==> src/bfv_pkg.sv <==
package bfv_pkg;
  // ----------------------------------------------------------------
  // Clock and timing
  // ----------------------------------------------------------------
  localparam int unsigned CLK_NS = 5;            // 200 MHz hclk
  localparam int unsigned CURRENT_LIMIT_SET_NS = 9_000_000;   // 9 ms latch-off delay
  localparam int unsigned CURRENT_LIMIT_SET_CYC = CURRENT_LIMIT_SET_NS / CLK_NS;
  localparam int unsigned KEEP_NS = 400;         // Code skew keep-out
  localparam int unsigned KEEP_CYC = (KEEP_NS + CLK_NS - 1) / CLK_NS;
  localparam int unsigned MASK_NS = 100_000;     // 100 us mask
  localparam int unsigned MASK_CYC = MASK_NS / CLK_NS;
  localparam int unsigned FAST_NS = 1_000;       // 1 us per code step
  localparam int unsigned FAST_CYC = FAST_NS / CLK_NS;
  localparam int unsigned SLOW_NS = 4_000;       // 4 us per code step
  localparam int unsigned SLOW_CYC = SLOW_NS / CLK_NS;
  // ----------------------------------------------------------------
  // Code decode, target in units of 0.1 mV
  // ----------------------------------------------------------------
  localparam logic [15:0] CODE_TOP_MV10 = 16'h3A98;  // 1.5000 V
  localparam logic [15:0] CODE_STEP_MV10 = 16'h007D; // 12.5 mV
  localparam logic [3:0] CODE_OFF_HI = 4'hF;          // Zero-volt codes
  // ----------------------------------------------------------------
  // Register map
  // ----------------------------------------------------------------
  localparam logic [7:0] REG_CTRL = 8'h00;
  localparam logic [7:0] REG_STATUS = 8'h04;
  localparam logic [7:0] REG_CODE = 8'h08;
  localparam int CTRL_SLOW_BIT = 0;
  localparam logic CTRL_RESET = 1'b0;
  localparam int ST_CURRENT_LIMIT_SET_LATCH = 0;
  localparam int ST_OVP_LATCH = 1;
  localparam int ST_RVP = 2;
  localparam int ST_SHUTDOWN = 3;
  localparam int ST_THROTTLE = 4;
  localparam int ST_TRANSIT = 5;
  localparam int ST_MASK = 6;
  localparam int ST_SEC_CURRENT_LIMIT_SET = 7;
  localparam int CODE_REF_LSB = 8;
  localparam int CODE_MV_LSB = 16;
  // Pins from comparators and the processor, all asynchronous
  typedef struct packed {
    logic [6:0] voltage_code;    // Requested code
    logic deep_sleep_req;        // High selects slow stepping
    logic single_phase_req;      // System phase-mode request
    logic enable;                // Enable pin
    logic supply_ok;             // Supply above upper lockout level
    logic current_limit_set_cmp;              // Current limit condition
    logic ovp_cmp;               // Output above 1.7 V
    logic rvp_below;             // Sense below -300 mV
    logic rvp_above;             // Sense above -100 mV
    logic tt_grounded;           // Thermal sense held at ground
    logic tt_hot;                // Thermal comparator, hysteresis
    logic out_low_cmp;           // Output below 200 mV
  } bfv_pins_t;
endpackage : bfv_pkg

==> src/bfv_sync.sv <==
`timescale 1ns/1ps
module bfv_sync #(
  parameter int W = 8
) (
  input wire logic hclk,
  input wire logic hresetn,
  input wire logic [W-1:0] d,
  output logic [W-1:0] q
);
  // ----------------------------------------------------------------
  // Three-stage capture, change taken once stages two and three agree
  // ----------------------------------------------------------------
  logic [W-1:0] s1_ff; // Metastable stage, read by s2 only
  logic [W-1:0] s2_ff;
  logic [W-1:0] s3_ff;

  // Shift chain
  always_ff @(posedge hclk or negedge hresetn) begin
    if (!hresetn) begin
      s1_ff <= '0;
      s2_ff <= '0;
      s3_ff <= '0;
    end else begin
      s1_ff <= d;
      s2_ff <= s1_ff;
      s3_ff <= s2_ff;
    end
  end

  // Per-bit agreement filter, rejects single-cycle glitches
  for (genvar i = 0; i < W; i++) begin : g_bit
    always_ff @(posedge hclk or negedge hresetn) begin
      if (!hresetn) begin
        q[i] <= 1'b0;
      end else if (s2_ff[i] == s3_ff[i]) begin
        q[i] <= s3_ff[i];
      end
    end
  end
endmodule : bfv_sync

==> src/bfv_supervisor.sv <==
`timescale 1ns/1ps
// Summary of operation
// - Latch off after 9 ms current limit
// - Latches clear only by supply/enable recycle
// - Startup below 200 mV clamps secondary limit
// - New code ignored for 400 ns
// - Each code change restarts mask timer
// - Force multi-phase during code transitions
// - Overvoltage: PWM low, drivers both high
// - Overvoltage trip latches off until recycle
// - Grounded thermal sense disables overvoltage trip
// - Reverse voltage off below -300, on -100
// - Reverse monitor stays alive during overvoltage latch
// - Switch only with supply good, enable high
// - Shutdown: PWM low, discharge, drivers low
// - Throttle output follows thermal comparator
// - Code zero 1.5 V, 12.5 mV per step
// - Mask timer runs 100 us
// - Reference steps 1 us fast, 4 us slow
// - Deep-sleep request selects slow rate
module bfv_supervisor
  import bfv_pkg::*;
#(
  parameter int unsigned CURRENT_LIMIT_SET_CYCLES = CURRENT_LIMIT_SET_CYC,
  parameter int unsigned MASK_CYCLES = MASK_CYC
) (
  input wire logic hclk,
  input wire logic hresetn,
  input wire logic hsel,
  input wire logic [31:0] haddr,
  input wire logic [1:0] htrans,
  input wire logic hwrite,
  input wire logic [2:0] hsize,
  input wire logic [31:0] hwdata,
  input wire logic hready,
  output logic hreadyout,
  output logic hresp,
  output logic [31:0] hrdata,
  input wire bfv_pins_t pin_in,
  output logic pwm_enable,
  output logic low_side_mode_n,
  output logic driver_off_n,
  output logic ss_discharge,
  output logic sec_current_limit_set_clamp,
  output logic force_multi_phase,
  output logic thermal_throttle_out,
  output logic output_ok_mask,
  output logic [6:0] ref_code
);
  // ----------------------------------------------------------------
  // Input synchronisation
  // ----------------------------------------------------------------
  bfv_pins_t pin_s; // Pins after three-stage filter
  // All asynchronous inputs pass the filter before use
  bfv_sync #(.W($bits(bfv_pins_t))) u_sync (
    .hclk(hclk),
    .hresetn(hresetn),
    .d(pin_in),
    .q(pin_s)
  );

  // ----------------------------------------------------------------
  // Run state and fault latches
  // ----------------------------------------------------------------
  logic shutdown; // Supply low or enable low
  logic current_limit_set_latch_ff; // Current-limit latch-off
  logic ovp_latch_ff; // Overvoltage latch-off
  logic rvp_ff; // Reverse-voltage state with hysteresis
  logic startup_ff; // Output not yet above 200 mV
  logic [20:0] current_limit_set_cnt_ff; // Persistence of current limit
  logic ovp_trip; // Overvoltage, unless thermal sense grounded
  logic ctrl_slow_ff; // Software-forced slow stepping
  assign shutdown = !(pin_s.supply_ok && pin_s.enable);
  assign ovp_trip = pin_s.ovp_cmp && !pin_s.tt_grounded;
  // Limit timer; any drop of the condition starts it over
  always_ff @(posedge hclk or negedge hresetn) begin
    if (!hresetn) begin
      current_limit_set_cnt_ff <= '0;
    end else if (shutdown || !pin_s.current_limit_set_cmp) begin
      current_limit_set_cnt_ff <= '0;
    end else if (current_limit_set_cnt_ff != 21'(CURRENT_LIMIT_SET_CYCLES)) begin
      current_limit_set_cnt_ff <= current_limit_set_cnt_ff + 21'h00_0001;
    end
  end
  // Latches only clear in shutdown, i.e. an enable or supply recycle
  always_ff @(posedge hclk or negedge hresetn) begin
    if (!hresetn) begin
      current_limit_set_latch_ff <= 1'b0;
    end else if (shutdown) begin
      current_limit_set_latch_ff <= 1'b0;
    end else if (current_limit_set_cnt_ff == 21'(CURRENT_LIMIT_SET_CYCLES)) begin
      current_limit_set_latch_ff <= 1'b1;
    end
  end

  // Overvoltage latch, same recycle path
  always_ff @(posedge hclk or negedge hresetn) begin
    if (!hresetn) begin
      ovp_latch_ff <= 1'b0;
    end else if (shutdown) begin
      ovp_latch_ff <= 1'b0;
    end else if (ovp_trip) begin
      ovp_latch_ff <= 1'b1;
    end
  end

  // Reverse-voltage hysteresis, kept alive in every running state
  always_ff @(posedge hclk or negedge hresetn) begin
    if (!hresetn) begin
      rvp_ff <= 1'b0;
    end else if (shutdown) begin
      rvp_ff <= 1'b0;
    end else if (pin_s.rvp_below) begin
      rvp_ff <= 1'b1;
    end else if (pin_s.rvp_above) begin
      rvp_ff <= 1'b0;
    end
  end

  // Startup window ends when output first rises past 200 mV
  always_ff @(posedge hclk or negedge hresetn) begin
    if (!hresetn) begin
      startup_ff <= 1'b1;
    end else if (shutdown) begin
      startup_ff <= 1'b1;
    end else if (!pin_s.out_low_cmp) begin
      startup_ff <= 1'b0;
    end
  end

  // ----------------------------------------------------------------
  // Code tracking
  // ----------------------------------------------------------------
  logic [6:0] seen_code_ff; // Last code observed on the pins
  logic [6:0] target_ff; // Code accepted after keep-out
  logic [6:0] ref_ff; // Stepped reference
  logic [6:0] keep_cnt_ff; // Keep-out countdown
  logic pend_ff; // New code waiting out keep-out
  logic [14:0] mask_cnt_ff; // Output-ok mask countdown
  logic [9:0] step_cnt_ff; // Cycles since last reference step
  logic code_chg; // Pins differ from last seen code
  logic slow_rate; // Slow stepping selected
  logic [9:0] step_len; // Cycles per reference step
  logic transit; // Code transition in progress
  logic [15:0] target_mv10; // Decoded target
  assign code_chg = pin_s.voltage_code != seen_code_ff;
  assign slow_rate = pin_s.deep_sleep_req || ctrl_slow_ff;
  assign step_len = slow_rate ? 10'(SLOW_CYC) : 10'(FAST_CYC);
  assign transit = pend_ff || (ref_ff != target_ff);
  // Decode: top four bits all ones give zero volts
  always_comb begin
    if (target_ff[6:3] == CODE_OFF_HI) begin
      target_mv10 = '0;
    end else begin
      target_mv10 = 16'(CODE_TOP_MV10 - 16'(target_ff) * CODE_STEP_MV10);
    end
  end

  // Detect change, hold off, then accept the settled code
  always_ff @(posedge hclk or negedge hresetn) begin
    if (!hresetn) begin
      seen_code_ff <= '0;
      target_ff <= '0;
      keep_cnt_ff <= '0;
      pend_ff <= 1'b0;
    end else if (code_chg) begin
      seen_code_ff <= pin_s.voltage_code;
      keep_cnt_ff <= 7'(KEEP_CYC);
      pend_ff <= 1'b1;
    end else if (keep_cnt_ff != 7'h00) begin
      keep_cnt_ff <= keep_cnt_ff - 7'h01;
    end else if (pend_ff) begin
      target_ff <= seen_code_ff;
      pend_ff <= 1'b0;
    end
  end

  // Mask timer restarts on every detected change
  always_ff @(posedge hclk or negedge hresetn) begin
    if (!hresetn) begin
      mask_cnt_ff <= '0;
    end else if (code_chg) begin
      mask_cnt_ff <= 15'(MASK_CYCLES);
    end else if (mask_cnt_ff != 15'h0000) begin
      mask_cnt_ff <= mask_cnt_ff - 15'h0001;
    end
  end

  // Reference walks one code per step period toward the target
  always_ff @(posedge hclk or negedge hresetn) begin
    if (!hresetn) begin
      ref_ff <= '0;
      step_cnt_ff <= '0;
    end else if (ref_ff == target_ff) begin
      step_cnt_ff <= '0;
    end else if (step_cnt_ff >= step_len - 10'h001) begin
      step_cnt_ff <= '0;
      ref_ff <= (ref_ff < target_ff) ? ref_ff + 7'h01
                                     : ref_ff - 7'h01;
    end else begin
      step_cnt_ff <= step_cnt_ff + 10'h001;
    end
  end

  // ----------------------------------------------------------------
  // Output stage, every pin from a flip-flop
  // ----------------------------------------------------------------
  // Priority: shutdown, reverse voltage, crowbar, limit latch, run.
  // Reverse voltage beats crowbar so a negative rail turns all FETs off.
  always_ff @(posedge hclk or negedge hresetn) begin
    if (!hresetn) begin
      pwm_enable <= 1'b0;
      low_side_mode_n <= 1'b0;
      driver_off_n <= 1'b0;
      ss_discharge <= 1'b1;
    end else if (shutdown) begin
      pwm_enable <= 1'b0;
      low_side_mode_n <= 1'b0;
      driver_off_n <= 1'b0;
      ss_discharge <= 1'b1;
    end else if (rvp_ff || pin_s.rvp_below) begin
      pwm_enable <= 1'b0;
      low_side_mode_n <= 1'b0;
      driver_off_n <= 1'b0;
      ss_discharge <= 1'b0;
    end else if (ovp_latch_ff || ovp_trip) begin
      pwm_enable <= 1'b0;
      low_side_mode_n <= 1'b1;
      driver_off_n <= 1'b1;
      ss_discharge <= 1'b0;
    end else if (current_limit_set_latch_ff) begin
      pwm_enable <= 1'b0;
      low_side_mode_n <= 1'b0;
      driver_off_n <= 1'b0;
      ss_discharge <= 1'b0;
    end else begin
      pwm_enable <= 1'b1;
      low_side_mode_n <= 1'b1;
      driver_off_n <= 1'b1;
      ss_discharge <= 1'b0;
    end
  end

  // Mode, clamp, throttle and tracking outputs
  always_ff @(posedge hclk or negedge hresetn) begin
    if (!hresetn) begin
      sec_current_limit_set_clamp <= 1'b0;
      force_multi_phase <= 1'b0;
      thermal_throttle_out <= 1'b0;
      output_ok_mask <= 1'b0;
      ref_code <= '0;
    end else begin
      sec_current_limit_set_clamp <= !shutdown && startup_ff
                        && pin_s.out_low_cmp;
      // Phase request ignored while a transition runs
      force_multi_phase <= transit || !pin_s.single_phase_req;
      thermal_throttle_out <= pin_s.tt_hot;
      output_ok_mask <= code_chg || (mask_cnt_ff > 15'h0001);
      ref_code <= ref_ff;
    end
  end

  // ----------------------------------------------------------------
  // AHB-Lite slave, one wait state on every transfer
  // ----------------------------------------------------------------
  logic dph_ff; // Data phase pending
  logic dwr_ff; // Pending transfer is a write
  logic [7:0] dadr_ff; // Pending word address
  logic [31:0] rd_mux; // Read data selected by address
  // Address phase capture; hreadyout low for the first data cycle
  always_ff @(posedge hclk or negedge hresetn) begin
    if (!hresetn) begin
      dph_ff <= 1'b0;
      dwr_ff <= 1'b0;
      dadr_ff <= '0;
      hreadyout <= 1'b1;
    end else if (!dph_ff && hsel && htrans[1] && hready) begin
      dph_ff <= 1'b1;
      dwr_ff <= hwrite;
      dadr_ff <= haddr[7:0];
      hreadyout <= 1'b0;
    end else begin
      dph_ff <= 1'b0;
      hreadyout <= 1'b1;
    end
  end
  // Read mux; unmapped words read zero
  always_comb begin
    rd_mux = '0;
    unique case (dadr_ff)
      REG_CTRL: rd_mux[CTRL_SLOW_BIT] = ctrl_slow_ff;
      REG_STATUS: begin
        rd_mux[ST_CURRENT_LIMIT_SET_LATCH] = current_limit_set_latch_ff;
        rd_mux[ST_OVP_LATCH] = ovp_latch_ff;
        rd_mux[ST_RVP] = rvp_ff;
        rd_mux[ST_SHUTDOWN] = shutdown;
        rd_mux[ST_THROTTLE] = pin_s.tt_hot;
        rd_mux[ST_TRANSIT] = transit;
        rd_mux[ST_MASK] = mask_cnt_ff != 15'h0000;
        rd_mux[ST_SEC_CURRENT_LIMIT_SET] = startup_ff && pin_s.out_low_cmp;
      end
      REG_CODE: begin
        rd_mux[6:0] = target_ff;
        rd_mux[CODE_REF_LSB +: 7] = ref_ff;
        rd_mux[CODE_MV_LSB +: 16] = target_mv10;
      end
      default: rd_mux = '0;
    endcase
  end

  // Data phase: write control or load read data
  always_ff @(posedge hclk or negedge hresetn) begin
    if (!hresetn) begin
      ctrl_slow_ff <= CTRL_RESET;
      hrdata <= '0;
      hresp <= 1'b0;
    end else if (dph_ff) begin
      hresp <= 1'b0;
      if (dwr_ff && dadr_ff == REG_CTRL) begin
        ctrl_slow_ff <= hwdata[CTRL_SLOW_BIT];
      end
      hrdata <= dwr_ff ? 32'h0000_0000 : rd_mux;
    end
  end
endmodule : bfv_supervisor

==> config.mk <==
export PLATFORM = sky130hd
export DESIGN_NAME = bfv_supervisor
export DESIGN_NICKNAME = d
export VERILOG_FILES = /design/src/bfv_pkg.sv /design/src/bfv_sync.sv /design/src/bfv_supervisor.sv
export SDC_FILE = /design/constraint.sdc
export NUM_CORES = 1
export LEC_CHECK = 0
export BUFFER_PORTS_ARGS = -buffer_cell sky130_fd_sc_hd__buf_2
export CORE_ASPECT_RATIO = 0.5
export CORE_MARGIN = 2
export CORE_UTILIZATION = 60
export CTS_BUF_LIST = sky130_fd_sc_hd__clkbuf_8
export DETAILED_ROUTE_END_ITERATION = 8
export PLACE_DENSITY = 0.9
export RECOVER_POWER = 25
export SLEW_MARGIN = 0
export SYNTH_ARGS = -nofsm -noshare
export SYNTH_HDL_FRONTEND = slang
export SYNTH_SLANG_ARGS = --single-unit
==> constraint.sdc <==
create_clock -name hclk -period 9.1 [get_ports hclk]
set_clock_uncertainty 0.05 [all_clocks]
set_input_delay 1.82 -clock hclk [delete_from_list [all_inputs] [get_ports hclk]]
set_output_delay 1.82 -clock hclk [all_outputs]
set_load 0.02 [all_outputs]
# Yosys cells after proc, flatten, opt, wreduce, memory -nomap -nowiden
# Index checks and enable logic that the tools add are counted.
[classes]
multipliers = 1
order_cmp = 3
mux = 38
reduce_logical = 30
add_sub_neg = 8
n_eq_ne = 31
bitwise_logic = 3
[op_table]
columns = ["cell", "count"]
rows = [
  ["$mux W21", 2],
  ["$mux W16", 2],
  ["$mux W32", 1],
  ["$mux W10", 3],
  ["$mux W15", 2],
  ["$mux W7", 4],
  ["$mux W1", 22],
  ["$add A21 B1 Y21 const B", 1],
  ["$eq A21 B21 Y1 const B", 1],
  ["$ne A21 B21 Y1 const B", 1],
  ["$eq A1 B1 Y1", 18],
  ["$gt A15 B1 Y1 const B", 1],
  ["$reduce_bool A15 Y1", 1],
  ["$sub A14 B14 Y15 const A", 1],
  ["$sub A15 B1 Y15 const B", 1],
  ["$mul A7 B7 Y14 const B", 1],
  ["$ne A7 B7 Y1", 2],
  ["$sub A7 B1 Y7 const B", 2],
  ["$pmux W6 S2", 1],
  ["$add A10 B1 Y10 const B", 1],
  ["$ge A10 B10 Y1", 1],
  ["$sub A10 B1 Y10 const B", 1],
  ["$logic_and A1 B1 Y1", 9],
  ["$eq A8 B3 Y1 const B", 1],
  ["17 further kinds", 34],
]
[word_totals]
in_bits = 92
elab_cells = 161
reg_bits = 209
output_inout_bits = 49

# Longest topological paths before layout
[logic_depth]
word_depth = 6
depth_mapped = 14

# By module
# From an unflattened synthesis, not the netlist that was laid out.
[hier_totals]
cells_unflattened = 820
area_unflattened_um2 = 9487.8
[modules_own_cells]
columns = ["mod", "instances", "area_per_inst_um2", "cells_per_inst"]
rows = [
  ["bfv_supervisor", 1, 7483.4, 730],
  ["bfv_sync", 1, 2004.4, 90],
]

# Worst setup path before layout
# No wires, ideal clock.
[synth_path]
path_kind = "reg-to-reg"
from = "register target_ff[2]"
to = "register hrdata[30]"
t_required_ns = 8.981
synth_period_minus_slack_ns = 4.286
n_path_buf = 0
stages_incl_launch_ff = 15
t_arrival_ns = 4.167
path_slack_ns = 4.814
path_cell_list = "dfrtp_1 > inv_1 > fa_1 > fa_1 > inv_1 > fa_1 > fa_1 > inv_1 > ha_1 > a21o_1 > a221o_1 > a21oi_1 > o21ai_0 > or4_1 > nand3_1"
[synth_via]
elab_chain_len = 5
[synth_rtl]
columns = ["element", "line_no", "rtl"]
rows = [
  ["start: declaration", "bfv_supervisor.sv:135", "logic [6:0] target_ff;"],
  ["start signal: assignment", "bfv_supervisor.sv:173", "target_ff <= seen_code_ff;"],
  ["$mul A7 B7 Y14", "bfv_supervisor.sv:155", "target_mv10 = 16'(CODE_TOP_MV10 - 16'(target_ff) * CODE_STEP_MV10);"],
  ["$sub A14 B14 Y15", "bfv_supervisor.sv:155", ""],
  ["$mux W16", "bfv_supervisor.sv:152", "if (target_ff[6:3] == CODE_OFF_HI) begin"],
  ["$mux W16", "bfv_supervisor.sv:290", "unique case (dadr_ff)"],
  ["$mux W32", "bfv_supervisor.sv:322", "hrdata <= dwr_ff ? 32'h0000_0000 : rd_mux;"],
  ["end signal: assignment", "bfv_supervisor.sv:322", ""],
  ["end: declaration", "bfv_supervisor.sv:38", "output logic [31:0] hrdata,"],
]
# Every way passes these cells.
# A chain may end at the register's enable or synchronous reset.

# Worst setup path after layout
[layout_path]
from = "register target_ff[2]"
to = "register hrdata[29]"
# Same word-level chain as after synthesis.

==> summary.md <==
| Metric | Value |
|---|---|
| Worst setup path class | `flop to flop` |
| First-pass DRT Iterations | `5` |
| Synthesis Warnings | `0` |
| WL final | `17.99 mm` |
| Core area | `15410 µm²` |
| Drt via density | `5.470` |
| GR Overflow Total | `0` |
| CP required | `9530 ps` |
| Placed Instances | `1109` |
| Number of diodes | `0` |
| Wire length per cell | `15.52 µm` |
| CTS tree | `done` |
| Post-route setup TNS | `0 ps` |
| Net Sw Frac | `23.57%` |
| Vias in the first global route | `6405` |
| Longest Clk Path Bufs | `3` |
| Sequential Power Share | `53.6%` |
| IO Count | `141` |
| Yosys reg bits | `207` |
| Multi-input gate area | `3862 µm²` |
| Gpl congestion | `0.8595` |
| Area delta synth->final | `12.46%` |
| Logic pwr share | `5.4%` |
| Synth Flop Type | `dfrtp_1` |
| Pint | `0.001410 W` |
| Fmax | `204.7 MHz` |
| Synth Cell Area | `9488 µm²` |
| Crit path launch type | `flop` |
| Leakage | `5.152 nW` |
| Pwr dens | `172.9 nW/µm²` |
| Height of the chip | `92.92 µm` |
| Initial core utilization | `61.55%` |
| Synth cell types | `59` |
| DRC errors left | `0` |
| Worst VDD drop | `0.0001175 V` |
| GR Layer Usage met3 | `3.382%` |
| Met1 Use GR | `29.94%` |
| Final Setup Violations | `0` |
| Post-layout minimum cycle time | `4884 ps` |
| FF+latch area | `5184 µm²` |
| Initial antenna violation count | `0` |
| Fin. Hold Viols | `0` |
| Htree depth | `1` |
| Die ar. | `16900 µm²` |
| Final nets | `1112` |
| Clk pwr share | `41.0%` |
| Postcts setup bufs | `0` |
| Most common cell after layout, fill and taps aside | `dfrtp_1` |
| Hold_buf cts | `0` |
| Non-Filler Instances | `1159` |
| Iter 0 DRT Violations | `479` |
| HPWL after DPL | `12.63 mm` |
| # resized after CTS | `0` |
| Fraction of layout cells with a size suffix above 1 | `14.35%` |
| Fill count | `1038` |
| Gate Count Post-Synth | `846` |
| Hold crit path type | `flop to flop` |
| Final worst path period share | `53.68%` |
| CP Launch Point | `target_ff[2]$_DFFE_PN0P_` |
| Die X | `181.8 µm` |
| R2r endpoint | `hrdata[29]$_DFFE_PN0P_` |
| Worst reg2reg path startpoint | `target_ff[2]$_DFFE_PN0P_` |
| Count of pins over their slew limit | `0` |
| Status | `completed` |
| Cts bufs inserted | `28` |
| Most frequent cells in the layout | `dfrtp_1 (204), inv_1 (94), buf_2 (78)` |
| Rel. slew slack | `26.61%` |
| Endpoint class of the critical path | `flop` |
| Clk slew on worst S/H paths | `80 ps` |
| Largest net degree at the start of global routing | `123` |
| Root Driver | `clkbuf_8` |
| Post-synth EDFFs | `0` |
| Total track usage | `22.28%` |
| Syn_area_per_cell | `11.21 µm²` |
| Measured slew at the worst slew-check pin | `1089 ps` |
| Placement row count | `32` |
| Critical-path maximum fanout | `5` |
| Worst EP arrival | `5320 ps` |
| RSZ-0062 raised after global routing | `no` |
| Worst Setup EP | `hrdata[29]$_DFFE_PN0P_` |
| Register area share after synthesis | `54.64%` |
| Detail Route Antenna Nets | `0` |
| Busiest grt layer | `met2` |
| R2R cell count | `13` |
| Sink Count | `207` |
| First-pass GRT wire length | `30.28 mm` |
| Port Buffers | `79` |
| Async S/R FF share, synth | `100.0%` |
| Max_cap viols | `0` |
| Via count | `6340` |
| FF-to-FF setup slack | `4220 ps` |
| NetSw | `0.0004347 W` |
| Clock latency on the worst-skew pair | `560 ps` |
| Met2 Track Usage GR | `38.25%` |
==> worst min-delay path by stage <==
stage / from / endpoint / cells after the start
detailed placement: u_sync.s1_ff[6]$_DFF_PN0_ / u_sync.s2_ff[6]$_DFF_PN0_ / 0
CTS: u_sync.s1_ff[2]$_DFF_PN0_ / u_sync.s2_ff[2]$_DFF_PN0_ / 0
floorplan: u_sync.s1_ff[0]$_DFF_PN0_ / u_sync.s2_ff[0]$_DFF_PN0_ / 0
global placement: u_sync.s1_ff[15]$_DFF_PN0_ / u_sync.s2_ff[15]$_DFF_PN0_ / 0
global route: u_sync.s1_ff[2]$_DFF_PN0_ / u_sync.s2_ff[2]$_DFF_PN0_ / 0
finish: u_sync.s1_ff[7]$_DFF_PN0_ / u_sync.s2_ff[7]$_DFF_PN0_ / 0
==> final cells by class <==
type | instances | area share [%]
Inverter | 89 | 3.131
Clock buffer | 36 | 4.644
Sequential cell | 207 | 48.58
Multi-Input combinational cell | 528 | 36.20
Timing Repair Buffer | 81 | 3.893
Tap cell | 204 | 2.392
Clock inverter | 14 | 1.161
==> registers in the layout, indices dropped and copies added, names as in the netlist, 7 cells and up <==
register / cells
keep_cnt_ff: 7
hrdata: 30
step_cnt_ff: 10
current_limit_set_cnt_ff: 21
target_ff: 7
u_sync.s2_ff: 18
u_sync.s1_ff: 18
dadr_ff: 8
ref_ff: 7
seen_code_ff: 7
u_sync.q: 18
u_sync.s3_ff: 18
ref_code: 7
mask_cnt_ff: 15
==> metal layers <==
layer / vias up / part of all wire, %
met3: 40 / 4.8
met1: 3098 / 45
li1: 3025 / -
met2: 177 / 49
met4: 0 / 2.1
met5: - / 0
==> power groups by stage <==
stage | combinational (W) | sequential, W | clock (W)
global placement | 0.0000944 | 0.00100 | 0
CTS | 0.000102 | 0.000988 | 0.000772
global route | 0.000113 | 0.000992 | 0.000813
detailed placement | 0.000100 | 0.00100 | 0
floorplan | 0.0000565 | 0.00100 | 0
finish | 0.0000994 | 0.000988 | 0.000757
==> per-stage QoR <==
step / utilization [%] / setup slack [ps] / hold slack (ps) / total power (W) / instance area (µm²)
2_1_floorplan: - / 4814 / 281.2 / 0.001057 / 9492
3_3_place_gp: 65.29 / 4410 / 282.6 / 0.001096 / 10060
3_5_place_dp: 65.29 / 4273 / 284.7 / 0.001105 / 10060
4_1_cts: 69.31 / 4243 / 299.8 / 0.001862 / 10680
5_1_grt: 69.22 / 3924 / 301.1 / 0.001919 / 10670
6_report: 69.22 / 4216 / 298.2 / 0.001845 / 10670
==> worst max-delay path, cell delays in order (launching register included) <==
cell,delay [ps]
dfrtp_1,490
inv_1,200
fa_1,510
inv_1,60
fa_1,490
fa_1,540
fa_1,550
inv_1,40
ha_1,220
a2111oi_0,700
or2_2,250
o21ai_0,170
or4_1,440
nand3_1,90
==> synth_stat cells (19+ instances only) <==
cell | count | area share (%)
fa_1 | 19 | 4.0
clkbuf_1 | 19 | 0.75
nor2_1 | 69 | 2.7
inv_1 | 88 | 3.5
o21ai_0 | 32 | 1.7
nand2_1 | 74 | 2.9
a21oi_1 | 24 | 1.3
ha_1 | 66 | 8.7
dfrtp_1 | 204 | 54
xor2_1 | 31 | 2.9
xnor2_1 | 29 | 2.7
==> cells by family after synthesis <==
logic type | share of synthesized area [%]
mux | 0.4484
buf+inv | 4.589
fa+ha+maj | 14.61
simple gates | 12.98
flops | 54.64
xor+xnor | 5.539
other cells | 0.03952
compound gates | 7.161
(Power assumes the default switching activity.)
